==> src/hw/frt_pkg.sv <==
// package for the free-running timer with two capture channels
// assumes an avalon-mm slave with 32-bit words, byte registers in low bits
package frt_pkg;
	// ----------------------------------------
	// register word offsets (byte addresses)
	// ----------------------------------------
	localparam logic [5:0] OFF_COUNT_HIGH = 6'h00;
	localparam logic [5:0] OFF_COUNT_LOW = 6'h04;
	localparam logic [5:0] OFF_SHADOW_HIGH = 6'h08;
	localparam logic [5:0] OFF_SHADOW_LOW = 6'h0C;
	localparam logic [5:0] OFF_CAP1_HIGH = 6'h10;
	localparam logic [5:0] OFF_CAP1_LOW = 6'h14;
	localparam logic [5:0] OFF_CAP2_HIGH = 6'h18;
	localparam logic [5:0] OFF_CAP2_LOW = 6'h1C;
	localparam logic [5:0] OFF_STATUS = 6'h20;
	localparam logic [5:0] OFF_CONTROL_ONE = 6'h24;
	localparam logic [5:0] OFF_CONTROL_TWO = 6'h28;
	// ----------------------------------------
	// field positions
	// ----------------------------------------
	localparam int BIT_ST_CAP1 = 7;
	localparam int BIT_ST_CAP2 = 4;
	localparam int BIT_ST_OVF = 5;
	localparam int BIT_C1_CAP_IE = 7;
	localparam int BIT_C1_OVF_IE = 5;
	localparam int BIT_C1_EDGE1 = 1;
	localparam int BIT_C2_OPM = 4;
	localparam int BIT_C2_PWM = 3;
	localparam int BIT_C2_CLK_HI = 3;
	localparam int BIT_C2_CLK_LO = 2;
	localparam int BIT_C2_EXT_EDGE = 0;
	localparam int BIT_C2_EDGE2 = 1;
	// ----------------------------------------
	// reset values and clock encodings
	// ----------------------------------------
	localparam logic [15:0] COUNT_RELOAD = 16'hFFFC;
	localparam logic [15:0] COUNT_TOP = 16'hFFFF;
	localparam logic [7:0] CONTROL_RESET = 8'h00;
	localparam logic [1:0] CLK_DIV4 = 2'h0;
	localparam logic [1:0] CLK_DIV2 = 2'h1;
	localparam logic [1:0] CLK_DIV8 = 2'h2;
	localparam logic [1:0] CLK_EXT = 2'h3;
	localparam logic [2:0] PRESC_MASK_DIV2 = 3'h1;
	localparam logic [2:0] PRESC_MASK_DIV4 = 3'h3;
	localparam logic [2:0] PRESC_MASK_DIV8 = 3'h7;
	localparam logic [7:0] READ_UNMAPPED = 8'h00;

	typedef struct packed {
		logic [5:0] address;
		logic read;
		logic write;
		logic [31:0] writedata;
	} frt_bus_req_t;

	typedef struct packed {
		logic cap_ie;
		logic ovf_ie;
		logic edge1;
	} frt_ctl1_t;

	typedef struct packed {
		logic one_pulse_mode;
		logic pwm;
		logic [1:0] clk_sel;
		logic edge2;
		logic ext_edge;
	} frt_ctl2_t;
endpackage

==> src/hw/frt_timer.sv <==
// free-running 16-bit timer with two input capture channels
// assumes pins are asynchronous; bus master obeys avalon-mm waitrequest
//
// Functional notes
// RQ1 - sixteen bit up counter, high and low bytes
// RQ2 - shadow view low read keeps overflow flag
// RQ3 - writing either low byte reloads FFFC
// RQ4 - reset and reload value is FFFC
// RQ5 - prescale cpu clock by two, four, eight
// RQ6 - clock select 11 uses external clock pin
// RQ7 - 00 div4, 01 div2, 10 div8
// RQ8 - edge select picks external active transition
// RQ9 - external edges synchronised to cpu clock
// RQ10 - external clock below quarter cpu rate
// RQ11 - high read freezes low byte until low read
// RQ12 - lone low read returns live byte
// RQ13 - wrap FFFF to 0000 sets overflow flag
// RQ14 - overflow irq when enabled and unmasked
// RQ15 - overflow clears by status read, low access
// RQ16 - runs in wait, freezes in halt
// RQ17 - capture latches count on active edge
// RQ18 - per channel capture edge select bit
// RQ19 - capture sets flag, shared enable irq
// RQ20 - capture flag clears status read, low access
// RQ21 - high read inhibits capture until low read
// RQ22 - one pulse or pwm: only channel two
// RQ23 - capture pins always feed the timer
//
// Register access over Avalon-MM and the register offsets were chosen for this implementation.
`timescale 1ns/1ps
`default_nettype none
module frt_timer
	import frt_pkg::*;
(
	input wire logic clock,
	input wire logic resetn,
	input wire logic [5:0] avs_address,
	input wire logic avs_read,
	input wire logic avs_write,
	input wire logic [31:0] avs_writedata,
	output logic [31:0] avs_readdata,
	output logic avs_waitrequest,
	input wire logic ext_clock_pin,
	input wire logic capture_input_one,
	input wire logic capture_input_two,
	input wire logic cpu_condition_code,
	input wire logic halt_mode,
	output logic timer_irq
);
	import frt_pkg::*;

	frt_bus_req_t req;
	logic rd_ack;
	logic wr_ack;
	logic [15:0] count_value;
	logic [7:0] low_buffer;
	logic low_frozen;
	logic [2:0] presc;
	logic [2:0] ext_sync;
	logic [2:0] cap1_sync;
	logic [2:0] cap2_sync;
	logic tick;
	logic ovf_flag;
	logic ovf_armed;
	logic [1:0] cap_flag;
	logic [1:0] cap_armed;
	logic [1:0] cap_inhibit;
	logic [15:0] capture_one_value;
	logic [15:0] capture_two_value;
	logic [1:0] cap_event;
	frt_ctl1_t ctl1;
	frt_ctl2_t ctl2;
	logic [7:0] next_readdata;

	assign req = '{address: avs_address, read: avs_read, write: avs_write,
		writedata: avs_writedata};
	// ----------------------------------------
	// bus slave
	// ----------------------------------------
	// one wait cycle per read so that read data come from a flip-flop
	logic rd_done;
	always_ff @(posedge clock or negedge resetn)
	begin
		if (!resetn)
			rd_done <= 1'b0;
		else
			rd_done <= req.read && !rd_done;
	end
	assign avs_waitrequest = req.read && !rd_done;
	assign rd_ack = req.read && rd_done;
	assign wr_ack = req.write;

	function automatic logic hit(input logic [5:0] off);
		hit = req.address == off;
	endfunction
	// ----------------------------------------
	// prescaler and external clock
	// ----------------------------------------
	logic [2:0] presc_mask;
	always_comb
	begin
		case (ctl2.clk_sel)
			CLK_DIV2: presc_mask = PRESC_MASK_DIV2; // RQ7
			CLK_DIV8: presc_mask = PRESC_MASK_DIV8; // RQ7
			default: presc_mask = PRESC_MASK_DIV4; // RQ7
		endcase
	end
	always_ff @(posedge clock or negedge resetn)
	begin
		if (!resetn)
			presc <= 3'h0;
		else if (!halt_mode)
			presc <= presc + 3'h1; // RQ16
	end
	// pins are double-flopped; only the second and third stages are compared
	always_ff @(posedge clock or negedge resetn)
	begin
		if (!resetn)
		begin
			ext_sync <= 3'h0;
			cap1_sync <= 3'h0;
			cap2_sync <= 3'h0;
		end
		else
		begin
			ext_sync <= {ext_sync[1:0], ext_clock_pin}; // RQ9
			cap1_sync <= {cap1_sync[1:0], capture_input_one}; // RQ23
			cap2_sync <= {cap2_sync[1:0], capture_input_two}; // RQ23
		end
	end
	function automatic logic edge_seen(input logic [2:0] s, input logic rising);
		edge_seen = rising ? (s[1] && !s[2]) : (!s[1] && s[2]);
	endfunction
	// slower external clocks than a quarter of the cpu rate are assumed
	always_comb
	begin
		if (halt_mode)
			tick = 1'b0; // RQ16
		else if (ctl2.clk_sel == CLK_EXT)
			tick = edge_seen(ext_sync, ctl2.ext_edge); // RQ6 RQ8 RQ10
		else
			tick = (presc & presc_mask) == presc_mask; // RQ5
	end
	// ----------------------------------------
	// counter
	// ----------------------------------------
	logic low_write;
	assign low_write = wr_ack && (hit(OFF_COUNT_LOW) || hit(OFF_SHADOW_LOW));
	always_ff @(posedge clock or negedge resetn)
	begin
		if (!resetn)
			count_value <= COUNT_RELOAD; // RQ4
		else if (low_write)
			count_value <= COUNT_RELOAD; // RQ3
		else if (tick)
			count_value <= count_value + 16'h0001; // RQ1
	end
	// shared buffer for both views; taken at the edge that registers the
	// high byte, so a carry between the two halves cannot tear the value
	always_ff @(posedge clock or negedge resetn)
	begin
		if (!resetn)
		begin
			low_frozen <= 1'b0;
			low_buffer <= 8'h00;
		end
		else if (req.read && !rd_done && (hit(OFF_COUNT_HIGH) || hit(OFF_SHADOW_HIGH)))
		begin
			if (!low_frozen)
				low_buffer <= count_value[7:0]; // RQ11
			low_frozen <= 1'b1; // RQ11
		end
		else if (rd_ack && (hit(OFF_COUNT_LOW) || hit(OFF_SHADOW_LOW)))
			low_frozen <= 1'b0; // RQ11
	end
	// ----------------------------------------
	// overflow flag
	// ----------------------------------------
	logic status_read;
	logic count_low_access;
	logic ovf_event;
	assign status_read = rd_ack && hit(OFF_STATUS);
	assign count_low_access = (rd_ack || wr_ack) && hit(OFF_COUNT_LOW);
	assign ovf_event = tick && !low_write && count_value == COUNT_TOP;
	always_ff @(posedge clock or negedge resetn)
	begin
		if (!resetn)
		begin
			ovf_flag <= 1'b0;
			ovf_armed <= 1'b0;
		end
		else
		begin
			if (ovf_event)
				ovf_flag <= 1'b1; // RQ13
			else if (ovf_armed && count_low_access)
				ovf_flag <= 1'b0; // RQ15 RQ2
			if (status_read && ovf_flag)
				ovf_armed <= 1'b1; // RQ15
			else if (count_low_access)
				ovf_armed <= 1'b0;
		end
	end
	// ----------------------------------------
	// capture channels
	// ----------------------------------------
	logic [1:0] cap_low_access;
	logic [1:0] cap_high_read;
	logic [1:0] cap_edge;
	assign cap_low_access[0] = (rd_ack || wr_ack) && hit(OFF_CAP1_LOW);
	assign cap_low_access[1] = (rd_ack || wr_ack) && hit(OFF_CAP2_LOW);
	assign cap_high_read[0] = rd_ack && hit(OFF_CAP1_HIGH);
	assign cap_high_read[1] = rd_ack && hit(OFF_CAP2_HIGH);
	assign cap_edge[0] = edge_seen(cap1_sync, ctl1.edge1); // RQ18
	assign cap_edge[1] = edge_seen(cap2_sync, ctl2.edge2); // RQ18
	assign cap_event[0] = cap_edge[0] && !cap_inhibit[0] && !(ctl2.one_pulse_mode || ctl2.pwm); // RQ22 RQ21
	assign cap_event[1] = cap_edge[1] && !cap_inhibit[1]; // RQ21
	genvar gi;
	generate
		for (gi = 0; gi < 2; gi++)
		begin : g_cap
			always_ff @(posedge clock or negedge resetn)
			begin
				if (!resetn)
				begin
					cap_flag[gi] <= 1'b0;
					cap_armed[gi] <= 1'b0;
					cap_inhibit[gi] <= 1'b0;
				end
				else
				begin
					if (cap_event[gi])
						cap_flag[gi] <= 1'b1; // RQ19
					else if (cap_armed[gi] && cap_low_access[gi])
						cap_flag[gi] <= 1'b0; // RQ20
					if (status_read && cap_flag[gi])
						cap_armed[gi] <= 1'b1; // RQ20
					else if (cap_low_access[gi])
						cap_armed[gi] <= 1'b0;
					if (cap_high_read[gi])
						cap_inhibit[gi] <= 1'b1; // RQ21
					else if (cap_low_access[gi])
						cap_inhibit[gi] <= 1'b0;
				end
			end
		end
	endgenerate
	always_ff @(posedge clock or negedge resetn)
	begin
		if (!resetn)
		begin
			capture_one_value <= 16'h0000;
			capture_two_value <= 16'h0000;
		end
		else
		begin
			if (cap_event[0])
				capture_one_value <= count_value; // RQ17
			if (cap_event[1])
				capture_two_value <= count_value; // RQ17
		end
	end
	// ----------------------------------------
	// control registers
	// ----------------------------------------
	always_ff @(posedge clock or negedge resetn)
	begin
		if (!resetn)
		begin
			ctl1 <= '0;
			ctl2 <= '0;
		end
		else if (wr_ack && hit(OFF_CONTROL_ONE))
		begin
			ctl1.cap_ie <= req.writedata[BIT_C1_CAP_IE];
			ctl1.ovf_ie <= req.writedata[BIT_C1_OVF_IE];
			ctl1.edge1 <= req.writedata[BIT_C1_EDGE1];
		end
		else if (wr_ack && hit(OFF_CONTROL_TWO))
		begin
			ctl2.one_pulse_mode <= req.writedata[BIT_C2_OPM + 3];
			ctl2.pwm <= req.writedata[BIT_C2_PWM + 3];
			ctl2.clk_sel <= req.writedata[BIT_C2_CLK_HI:BIT_C2_CLK_LO];
			ctl2.edge2 <= req.writedata[BIT_C2_EDGE2];
			ctl2.ext_edge <= req.writedata[BIT_C2_EXT_EDGE];
		end
	end
	// ----------------------------------------
	// read mux and interrupt
	// ----------------------------------------
	always_comb
	begin
		next_readdata = READ_UNMAPPED;
		case (req.address)
			OFF_COUNT_HIGH, OFF_SHADOW_HIGH: next_readdata = count_value[15:8];
			OFF_COUNT_LOW, OFF_SHADOW_LOW:
				next_readdata = low_frozen ? low_buffer : count_value[7:0]; // RQ11 RQ12
			OFF_CAP1_HIGH: next_readdata = capture_one_value[15:8];
			OFF_CAP1_LOW: next_readdata = capture_one_value[7:0];
			OFF_CAP2_HIGH: next_readdata = capture_two_value[15:8];
			OFF_CAP2_LOW: next_readdata = capture_two_value[7:0];
			OFF_STATUS:
			begin
				next_readdata[BIT_ST_CAP1] = cap_flag[0];
				next_readdata[BIT_ST_CAP2] = cap_flag[1];
				next_readdata[BIT_ST_OVF] = ovf_flag;
			end
			OFF_CONTROL_ONE:
			begin
				next_readdata[BIT_C1_CAP_IE] = ctl1.cap_ie;
				next_readdata[BIT_C1_OVF_IE] = ctl1.ovf_ie;
				next_readdata[BIT_C1_EDGE1] = ctl1.edge1;
			end
			OFF_CONTROL_TWO:
			begin
				next_readdata[BIT_C2_OPM + 3] = ctl2.one_pulse_mode;
				next_readdata[BIT_C2_PWM + 3] = ctl2.pwm;
				next_readdata[BIT_C2_CLK_HI:BIT_C2_CLK_LO] = ctl2.clk_sel;
				next_readdata[BIT_C2_EDGE2] = ctl2.edge2;
				next_readdata[BIT_C2_EXT_EDGE] = ctl2.ext_edge;
			end
			default: next_readdata = READ_UNMAPPED;
		endcase
	end
	always_ff @(posedge clock or negedge resetn)
	begin
		if (!resetn)
			avs_readdata <= 32'h0000_0000;
		else if (req.read && !rd_done)
			avs_readdata <= {24'h00_0000, next_readdata};
	end
	// pending flags stay set; the cpu mask only gates the request
	always_ff @(posedge clock or negedge resetn)
	begin
		if (!resetn)
			timer_irq <= 1'b0;
		else
			timer_irq <= !cpu_condition_code && ((ctl1.ovf_ie && ovf_flag) ||
				(ctl1.cap_ie && |cap_flag)); // RQ14 RQ19
	end
endmodule // frt_timer
`default_nettype wire

==> config.mk <==
export PLATFORM = sky130hd
export DESIGN_NAME = frt_timer
export DESIGN_NICKNAME = d
export VERILOG_FILES = /design/src/hw/frt_pkg.sv /design/src/hw/frt_timer.sv
export SDC_FILE = /design/constraint.sdc
export NUM_CORES = 1
export LEC_CHECK = 0
export BUFFER_PORTS_ARGS = -buffer_cell sky130_fd_sc_hd__buf_2
export CAP_MARGIN = 20
export CELL_PAD_IN_SITES_DETAIL_PLACEMENT = 1
export CELL_PAD_IN_SITES_GLOBAL_PLACEMENT = 1
export CORE_ASPECT_RATIO = 1.4
export CORE_MARGIN = 2
export CORE_UTILIZATION = 32
export DETAILED_ROUTE_END_ITERATION = 12
export PLACE_DENSITY_LB_ADDON = 0.1
export RECOVER_POWER = 50
export SLEW_MARGIN = 20
export SYNTH_ARGS = -nofsm -noshare
export SYNTH_HDL_FRONTEND = slang
export SYNTH_SLANG_ARGS = --single-unit
==> constraint.sdc <==
create_clock -name clock -period 3.85 [get_ports clock]
set_input_delay 0.1925 -clock clock [delete_from_list [all_inputs] [get_ports clock]]
set_output_delay 0.1925 -clock clock [all_outputs]
set_load 0.01 [all_outputs]
Yosys cells after proc, flatten, opt, wreduce, memory -nomap -nowiden
Cells that the tools add are included.

storage, ports and cells
  output and inout bits = 34
  memory bits (writable) = 0
  logic and storage cells = 144
  bits in registers = 96
  bits in latches = 0
  memories kept = 0
  ROM bits = 0

operators by class
  reductions and logical operators = 65
  divide/modulo/power cells = 0
  add/sub/neg operators = 2
  equal/unequal tests = 15
  $mul = 0
  order comparisons = 0
  bitwise logic cells = 2
  mux-type cells = 32
  shift operators = 0

operators by type and width
  kind                     count
  $logic_and A1 B1 Y1      33
  $mux W16                 2
  $eq A6 B5 Y1 const B     4
  $mux W1                  21
  $pmux W1 S7              3
  $reduce_bool A2 Y1       10
  $eq A6 B6 Y1 const B     3
  $add A16 B1 Y16 const B  1
  $eq A16 B16 Y1 const B   1
  $pmux W1 S8              2
  $pmux W2 S7              1
  $eq A6 B4 Y1 const B     2
  $logic_not A1 Y1         12
  $pmux W1 S9              1
  $mux W8                  1
  $eq A6 B3 Y1 const B     1
  $logic_not A6 Y1         1
  $pmux W3 S2              1
  $reduce_or A2 Y1         3
  $logic_or A1 B1 Y1       5
  $eq A2 B2 Y1 const B     2
  $add A3 B1 Y3 const B    1
  $and A3 B3 Y3            1
  $eq A3 B3 Y1             1
  3 further kinds          3

Longest topological paths before layout
Gate-level depths: netlist of run 1.

  depth after elaboration = 9
  gate-level depth with buffers = 7
  mapped depth without buffers = 6

Least setup slack after synthesis of run 1
OpenSTA, ideal clock, no wires.

  path kind = register -> register
  start point = reg count_value[5]
  end point = reg count_value[15]
  stages on the path, launching flop included = 7
  path slack = 2.004 ns
  data required time = 3.762 ns
  setup time = 0.088 ns
  period minus slack after synthesis = 1.846 ns
  arrival time = 1.758 ns
  cells stage by stage = dfstp_2 buf_2 and4_1 and3_4 nand4_4 o31a_1 or3_1

on the way
  word-level cells in the longest chain between the ends = 3

ends and longest elaborated chain
  element                 line              RTL
  from (decl)             frt_timer.sv:55   logic [15:0] count_value;
  from (signal assigned)  frt_timer.sv:156  count_value <= count_value + 16'h0001;
  $add A16 B1 Y16         frt_timer.sv:156
  $mux W16                frt_timer.sv:155  else if (tick)
  $mux W16                frt_timer.sv:153  else if (low_write)

Every way passes these cells. The select of a mux whose other input is x is not followed.
A chain may end at the register's enable or synchronous reset.

==> results of run 1 <==
-- path summary, 6_finish.rpt --
path | from | endpoint | slack, ps | depth (start not counted)
worst max-delay path | resetn | rd_done | 1440 | 3
worst min-delay path | halt_mode | presc[0] | 60 | 2
worst max register to register | count_value[1] | count_value[14] | 1760 | 6
worst min register to register | ext_sync[0] | ext_sync[1] | 350 | 0
max in group clock | avs_address[4] | ovf_flag | 1620 | 6
min in group asynchronous | resetn | ctl1[2] | 830 | 2
-- power breakdown --
part,switching (mW),leakage [nW],internal (mW)
Clock,0.381,0.151,0.568
Sequential,0.268,1.16,1.32
Combinational,0.283,0.985,0.322
Total,0.932,2.29,2.21
-- routing by layer --
metal	vias up	wire length, µm
li1	1519	-
met1	1696	5532
met2	69	6555
met3	18	334
met4	0	291
met5	-	0
-- metrics by stage --
step	power [mW]	worst slack (ps)
after floorplan	2.004	2004
after global placement	2.191	1719
after detailed placement	2.231	1723
after CTS	3.203	1723
after global routing	3.354	958.5
final	3.143	1440
-- flip-flops by register name, indices dropped and copies added, names as in the netlist, 2 cells and up --
| register | flops |
|---|---|
| presc | 3 |
| cap_flag | 2 |
| avs_readdata | 8 |
| ctl1 | 3 |
| cap_armed | 2 |
| ctl2 | 6 |
| count_value | 16 |
| cap1_sync | 3 |
| low_buffer | 8 |
| cap2_sync | 3 |
| cap_inhibit | 2 |
| ext_sync | 3 |
| capture_two_value | 16 |
| capture_one_value | 16 |
-- Yosys cell counts, drive strengths merged (6+ instances only) --
| library cell | number |
|---|---|
| a21oi | 14 |
| and3 | 8 |
| buf | 36 |
| clkbuf | 7 |
| dfrtp | 82 |
| dfstp | 14 |
| inv | 8 |
| mux2 | 52 |
| mux2i | 16 |
| nand2 | 42 |
| nand3 | 14 |
| nand4 | 9 |
| nor2 | 17 |
| o21ai | 19 |
| o22ai | 6 |
| xor2 | 12 |
-- cell families (layout without fill, tap and decap cells) --
group                    after synthesis  count (layout)  synth area share
buffers and inverters                 51              62           0.06232
AO/OA/AOI/OAI                         65              65           0.08966
flip-flops                            96              96            0.5085
other                                  1              24         0.0007881
multiplexers                          69              69            0.1615
adder cells (fa/ha/maj)                2               2          0.005258
AND/OR/NAND/NOR                      123             123            0.1444
XOR/XNOR                              15              15           0.02761
-- cell type report --
| class | instances | area [µm²] |
|---|---|---|
| fillers | 1620 | 9189 |
| flip-flops and latches | 96 | 2420 |
| multi-input cells | 298 | 2123 |
| clock buffers | 12 | 236.5 |
| well taps | 189 | 236.5 |
| repair buffers | 38 | 203.9 |
| clock inverters | 4 | 70.07 |
| inverters | 8 | 30.03 |
-- worst reg2reg max path, delay by kind of cell (launching register included) --
family	cells	cell delay, ps
flip-flops	1	500
AND/OR/NAND/NOR	5	1260
adder cells (fa/ha/maj)	1	250
==> metrics.cfg, run 1 <==
[global_route]
grt_pass1_wl_um = 20490
grt_pass1_vias = 3566
overflow = 0
antenna_found_initial = 0
busiest_layer = met2
grt_util_met2 = 0.2994
grt_use_total = 0.1734
use_met1 = 0.2144
grt_max_degree = 68
grt.met3_usage = 0.02366

[clock_tree]
ctsHoldBuffers = 5
cts_setup_buffers = 0
numClockSinks = 96
cts_buffers = 9
htreeDepth = 3
cts_resized = 0
insertion_delay_ps = 350
ctsLongestPathBuffers = 2
cts_tree = done
ctsRootBufferMaster = clkbuf_16
clkSlewWorstSetupHoldPaths_ps = 60

[final_layout]
fin_area_mm2 = 0.005320
final_common_cell = dfrtp_1
utilization = 0.3667
diodes = 0
nets = 500
drive_above_1_share = 0.2456
area_growth_pct = 11.81
layout_common_cells = 82 x dfrtp_1, 52 x mux2_2, 42 x nand2_1
finalNonFillerCells = 645

[worst_setup_path]
crit_top_cell = clkbuf_2
cp.arrival_ps = 2810
cp_slowest_cell = clkbuf_2
crit_fanout = 67
crit_chain = dlygate4sd3_1 > clkbuf_2 > clkbuf_2
cp.required_ps = 4250
critical_path.endpoint_type = asynchronous set/reset pin
critPathMaxStageDelay_ps = 1220
path_class = in2async
crit_buf_inv = 3
cp-start-kind = input port
cp_top_family = buffers and inverters

[synth]
synth_area_leaders = dfrtp_1 43%, mux2_2 12%, dfstp_2 7.7%
synth_flop_cell = dfrtp_1
ys_seq_elements = 96
synth.avg_cell_area_um2 = 11.28
async_flop_share = 1.000
synth_cells = 422
synth_edf_count = 0
synth_cell_types = 59
ys_seq_area_frac = 0.5085
synth_area_leader_cell = dfrtp_1
synth_top_area_share = 0.4312
netlist_area_mm2 = 0.004758
synth_warnings = 0

[place]
place.gp.congestion = 0.7638
dp_cells = 624
placed_cell_area_mm2 = 0.004987
io_buffers = 31
dpl.hpwl_um = 9189

[die]
ios = 81
initial_core_util = 0.3280
coreArea_mm2 = 0.01451
dieHeight_um = 148.3
die_w_um = 107.1
die-area_mm2 = 0.01588
row_count = 52

[sta]
fin_hold_ws_ps = 58.51
rsz0062_at_grt = false
fmax_ghz = 0.4149
setup_viol = 0
finalCriticalPeriod_ps = 2411
worst_pin_slew_ps = 1708
tns_ps = 0
finalCritPeriodShare = 0.6261
drv_slew = 68
slew_headroom = -0.1389
clock_skew_ps = 8.412
hold_viol = 0

[detailed_routing]
wl_per_cell_um = 19.71
vias_per_cell = 5.119
vias = 3302
drt-total-wl_um = 12710
dr.pass1.iters = 4
drtAntennaViolNets = 0
drt_iter0_drc = 89
drc_errors = 0

[status]
status = finished with violations
violations = capacitance limit, slew limit

[power_and_ir_drop]
power_density_mw_per_mm2 = 590.8
p_leak_nw = 2.294
ir_worst_vdd_v = 0.0002552

[flow_run]
maxCapViolCount = 1

[hold_path]
worstHoldPathType = in2reg

Note: power is estimated with default switching activity, not from simulation.
==> run 2: changes to the inputs <==
Clock period 3.85 ns to 2.4 ns, I/O delays scaled along.
==> run 2 against run 1 <==
  * Clock-buffer cell count is 1 lower
  * The flow now finishes without violations
  * Register-to-register slack worse by 1300 ps
  * Non-clock buffer count is 25 higher
  * Clock power is 64% higher
  * Cell count is 3.9% higher
  * Die area stayed put
  * Sequential cell count stayed put
  * Cell area is 4.4% higher
  * Via count is 3.4% higher
==> metrics.cfg, run 2 (synthesis results as in run 1) <==
[die]
ios = 81
row_count = 52
coreArea_mm2 = 0.01451
initial_core_util = 0.3280
die-area_mm2 = 0.01588
dieHeight_um = 148.3
die_w_um = 107.1

[sta]
drv_slew = 0
finalCritPeriodShare = 0.8142
hold_viol = 0
worst_pin_slew_ps = 1176
clock_skew_ps = 6.540
rsz0062_at_grt = false
tns_ps = 0
setup_viol = 0
fmax_ghz = 0.5117
finalCriticalPeriod_ps = 1954
slew_headroom = 0.2163

[final_layout]
drive_above_1_share = 0.2786
finalNonFillerCells = 670
diodes = 0
multi_input_area_mm2 = 0.002128
regArea_mm2 = 0.002420
layout_common_cells = 82 x dfrtp_1, 52 x mux2_2, 42 x nand2_1
nFillCells = 1596
final_common_cell = dfrtp_1
area_growth_pct = 16.78
nets = 525
reg_top3 = capture_one_value: 16 flops, capture_two_value: 16 flops, count_value: 16 flops

[worst_setup_path]
r2r_end = count_value[15]
critical_path.endpoint_type = register
r2r_start = count_value[5]
crit_fanout = 9
critPathMaxStageDelay_ps = 630
ff2ff_setup_slack_ps = 450
crit_chain = and4_1 > and3_4 > nand4_4 > o31a_1 > or3_1
cp.required_ps = 2680
rr_worst_depth = 5
cp.arrival_ps = 2230
path_class = reg2reg
crit_buf_inv = 0
cp_slowest_cell = dfstp_2
crit_path_start = count_value[5]
cp_top_family = simple AND/OR/NAND/NOR gates
path_depth = 5
cp-start-kind = register

[detailed_routing]
drc_errors = 0
dr.pass1.iters = 4
vias = 3415
vias_per_cell = 5.097
drt-total-wl_um = 12960
drtAntennaViolNets = 0
wl_per_cell_um = 19.34
drt_iter0_drc = 80

[global_route]
grt_max_degree = 54
grt_use_total = 0.1747
overflow = 0
grt_pass1_wl_um = 20630
antenna_found_initial = 0
grt_pass1_vias = 3603

[hold_path]
worstHoldPathType = in2reg
holdPathStages = 2
whs_endpoint = ctl1[0]
worstHoldStart = avs_writedata[1]

[place]
io_buffers = 31
dpl.hpwl_um = 9780
dp_cells = 643
place.gp.congestion = 0.7892

[clock_tree]
cts_setup_buffers = 0
clkSlewWorstSetupHoldPaths_ps = 70
insertion_delay_ps = 350
cts_resized = 0
htreeDepth = 3
numClockSinks = 96
cts_tree = done
ctsLongestPathBuffers = 2
cts_buffers = 9
ctsRootBufferMaster = clkbuf_16
ctsHoldBuffers = 11

[power_and_ir_drop]
p_total_mw = 5.128
p_leak_nw = 2.418
power_density_mw_per_mm2 = 922.8
ir_worst_vdd_v = 0.0003186

[status]
status = complete, no violations

[flow_run]
maxCapViolCount = 0

==> run 2: changes by cell type in the layout (fill, tap and decap cells not counted), moves of 2 or more <==
cell,before,now
buf_4,1,19
clkbuf_1,14,12
clkinvlp_4,0,2
dlygate4sd3_1,5,11
==> run 2: worst register-to-register path: stages (launching register included) <==
cell and delay [ps]:
dfstp_2 630, and4_1 280, and3_4 230, nand4_4 130
o31a_1 300, or3_1 300
==> run 2: metal layers <==
metal	vias up	track usage	part of all wire
met1	1761	0.2071	0.41
met4	0	0.07727	0.028
met5	-	0	0
li1	1570	-	-
met2	64	0.3070	0.53
met3	20	0.02980	0.029
==> run 2: area by class of cell <==
type                       instances  share of cell area
inverter                           8            0.005404
clock inverter                     5             0.01441
clock buffer                      11             0.04368
timing repair buffer              63             0.07543
sequential                        96              0.4355
multi-input combinational        298              0.3830
tap                              189             0.04256
==> run 2: stage by stage <==
stage | worst slack [ps] | util | area [µm²] | hold slack [ps]
floorplan | 554.2 | - | 4845 | -175.6
global placement | 479.7 | 0.3544 | 5142 | 168.2
detailed placement | 468.3 | 0.3544 | 5142 | 176.6
CTS | 447.2 | 0.3843 | 5575 | 9.872
global route | 374.7 | 0.3830 | 5557 | 21.38
finish | 445.8 | 0.3830 | 5557 | 18.09
==> run 2: report_power, final <==
group          switching [mW]  leakage [nW]  internal, mW  total [mW]
registers               0.416          1.16          2.12        2.53
clock network           0.618         0.152         0.940        1.56
logic                   0.481          1.11         0.554        1.03
==> run 2: how the worst max path moves through the flow <==
| stage | to | slack, ps |
|---|---|---|
| 2_1_floorplan | count_value[15] | 550 |
| 6_report | count_value[15] | 450 |
| 3_5_place_dp | count_value[15] | 470 |
| 5_1_grt | count_value[15] | 370 |
| 4_1_cts | count_value[15] | 450 |
| 3_3_place_gp | count_value[15] | 480 |
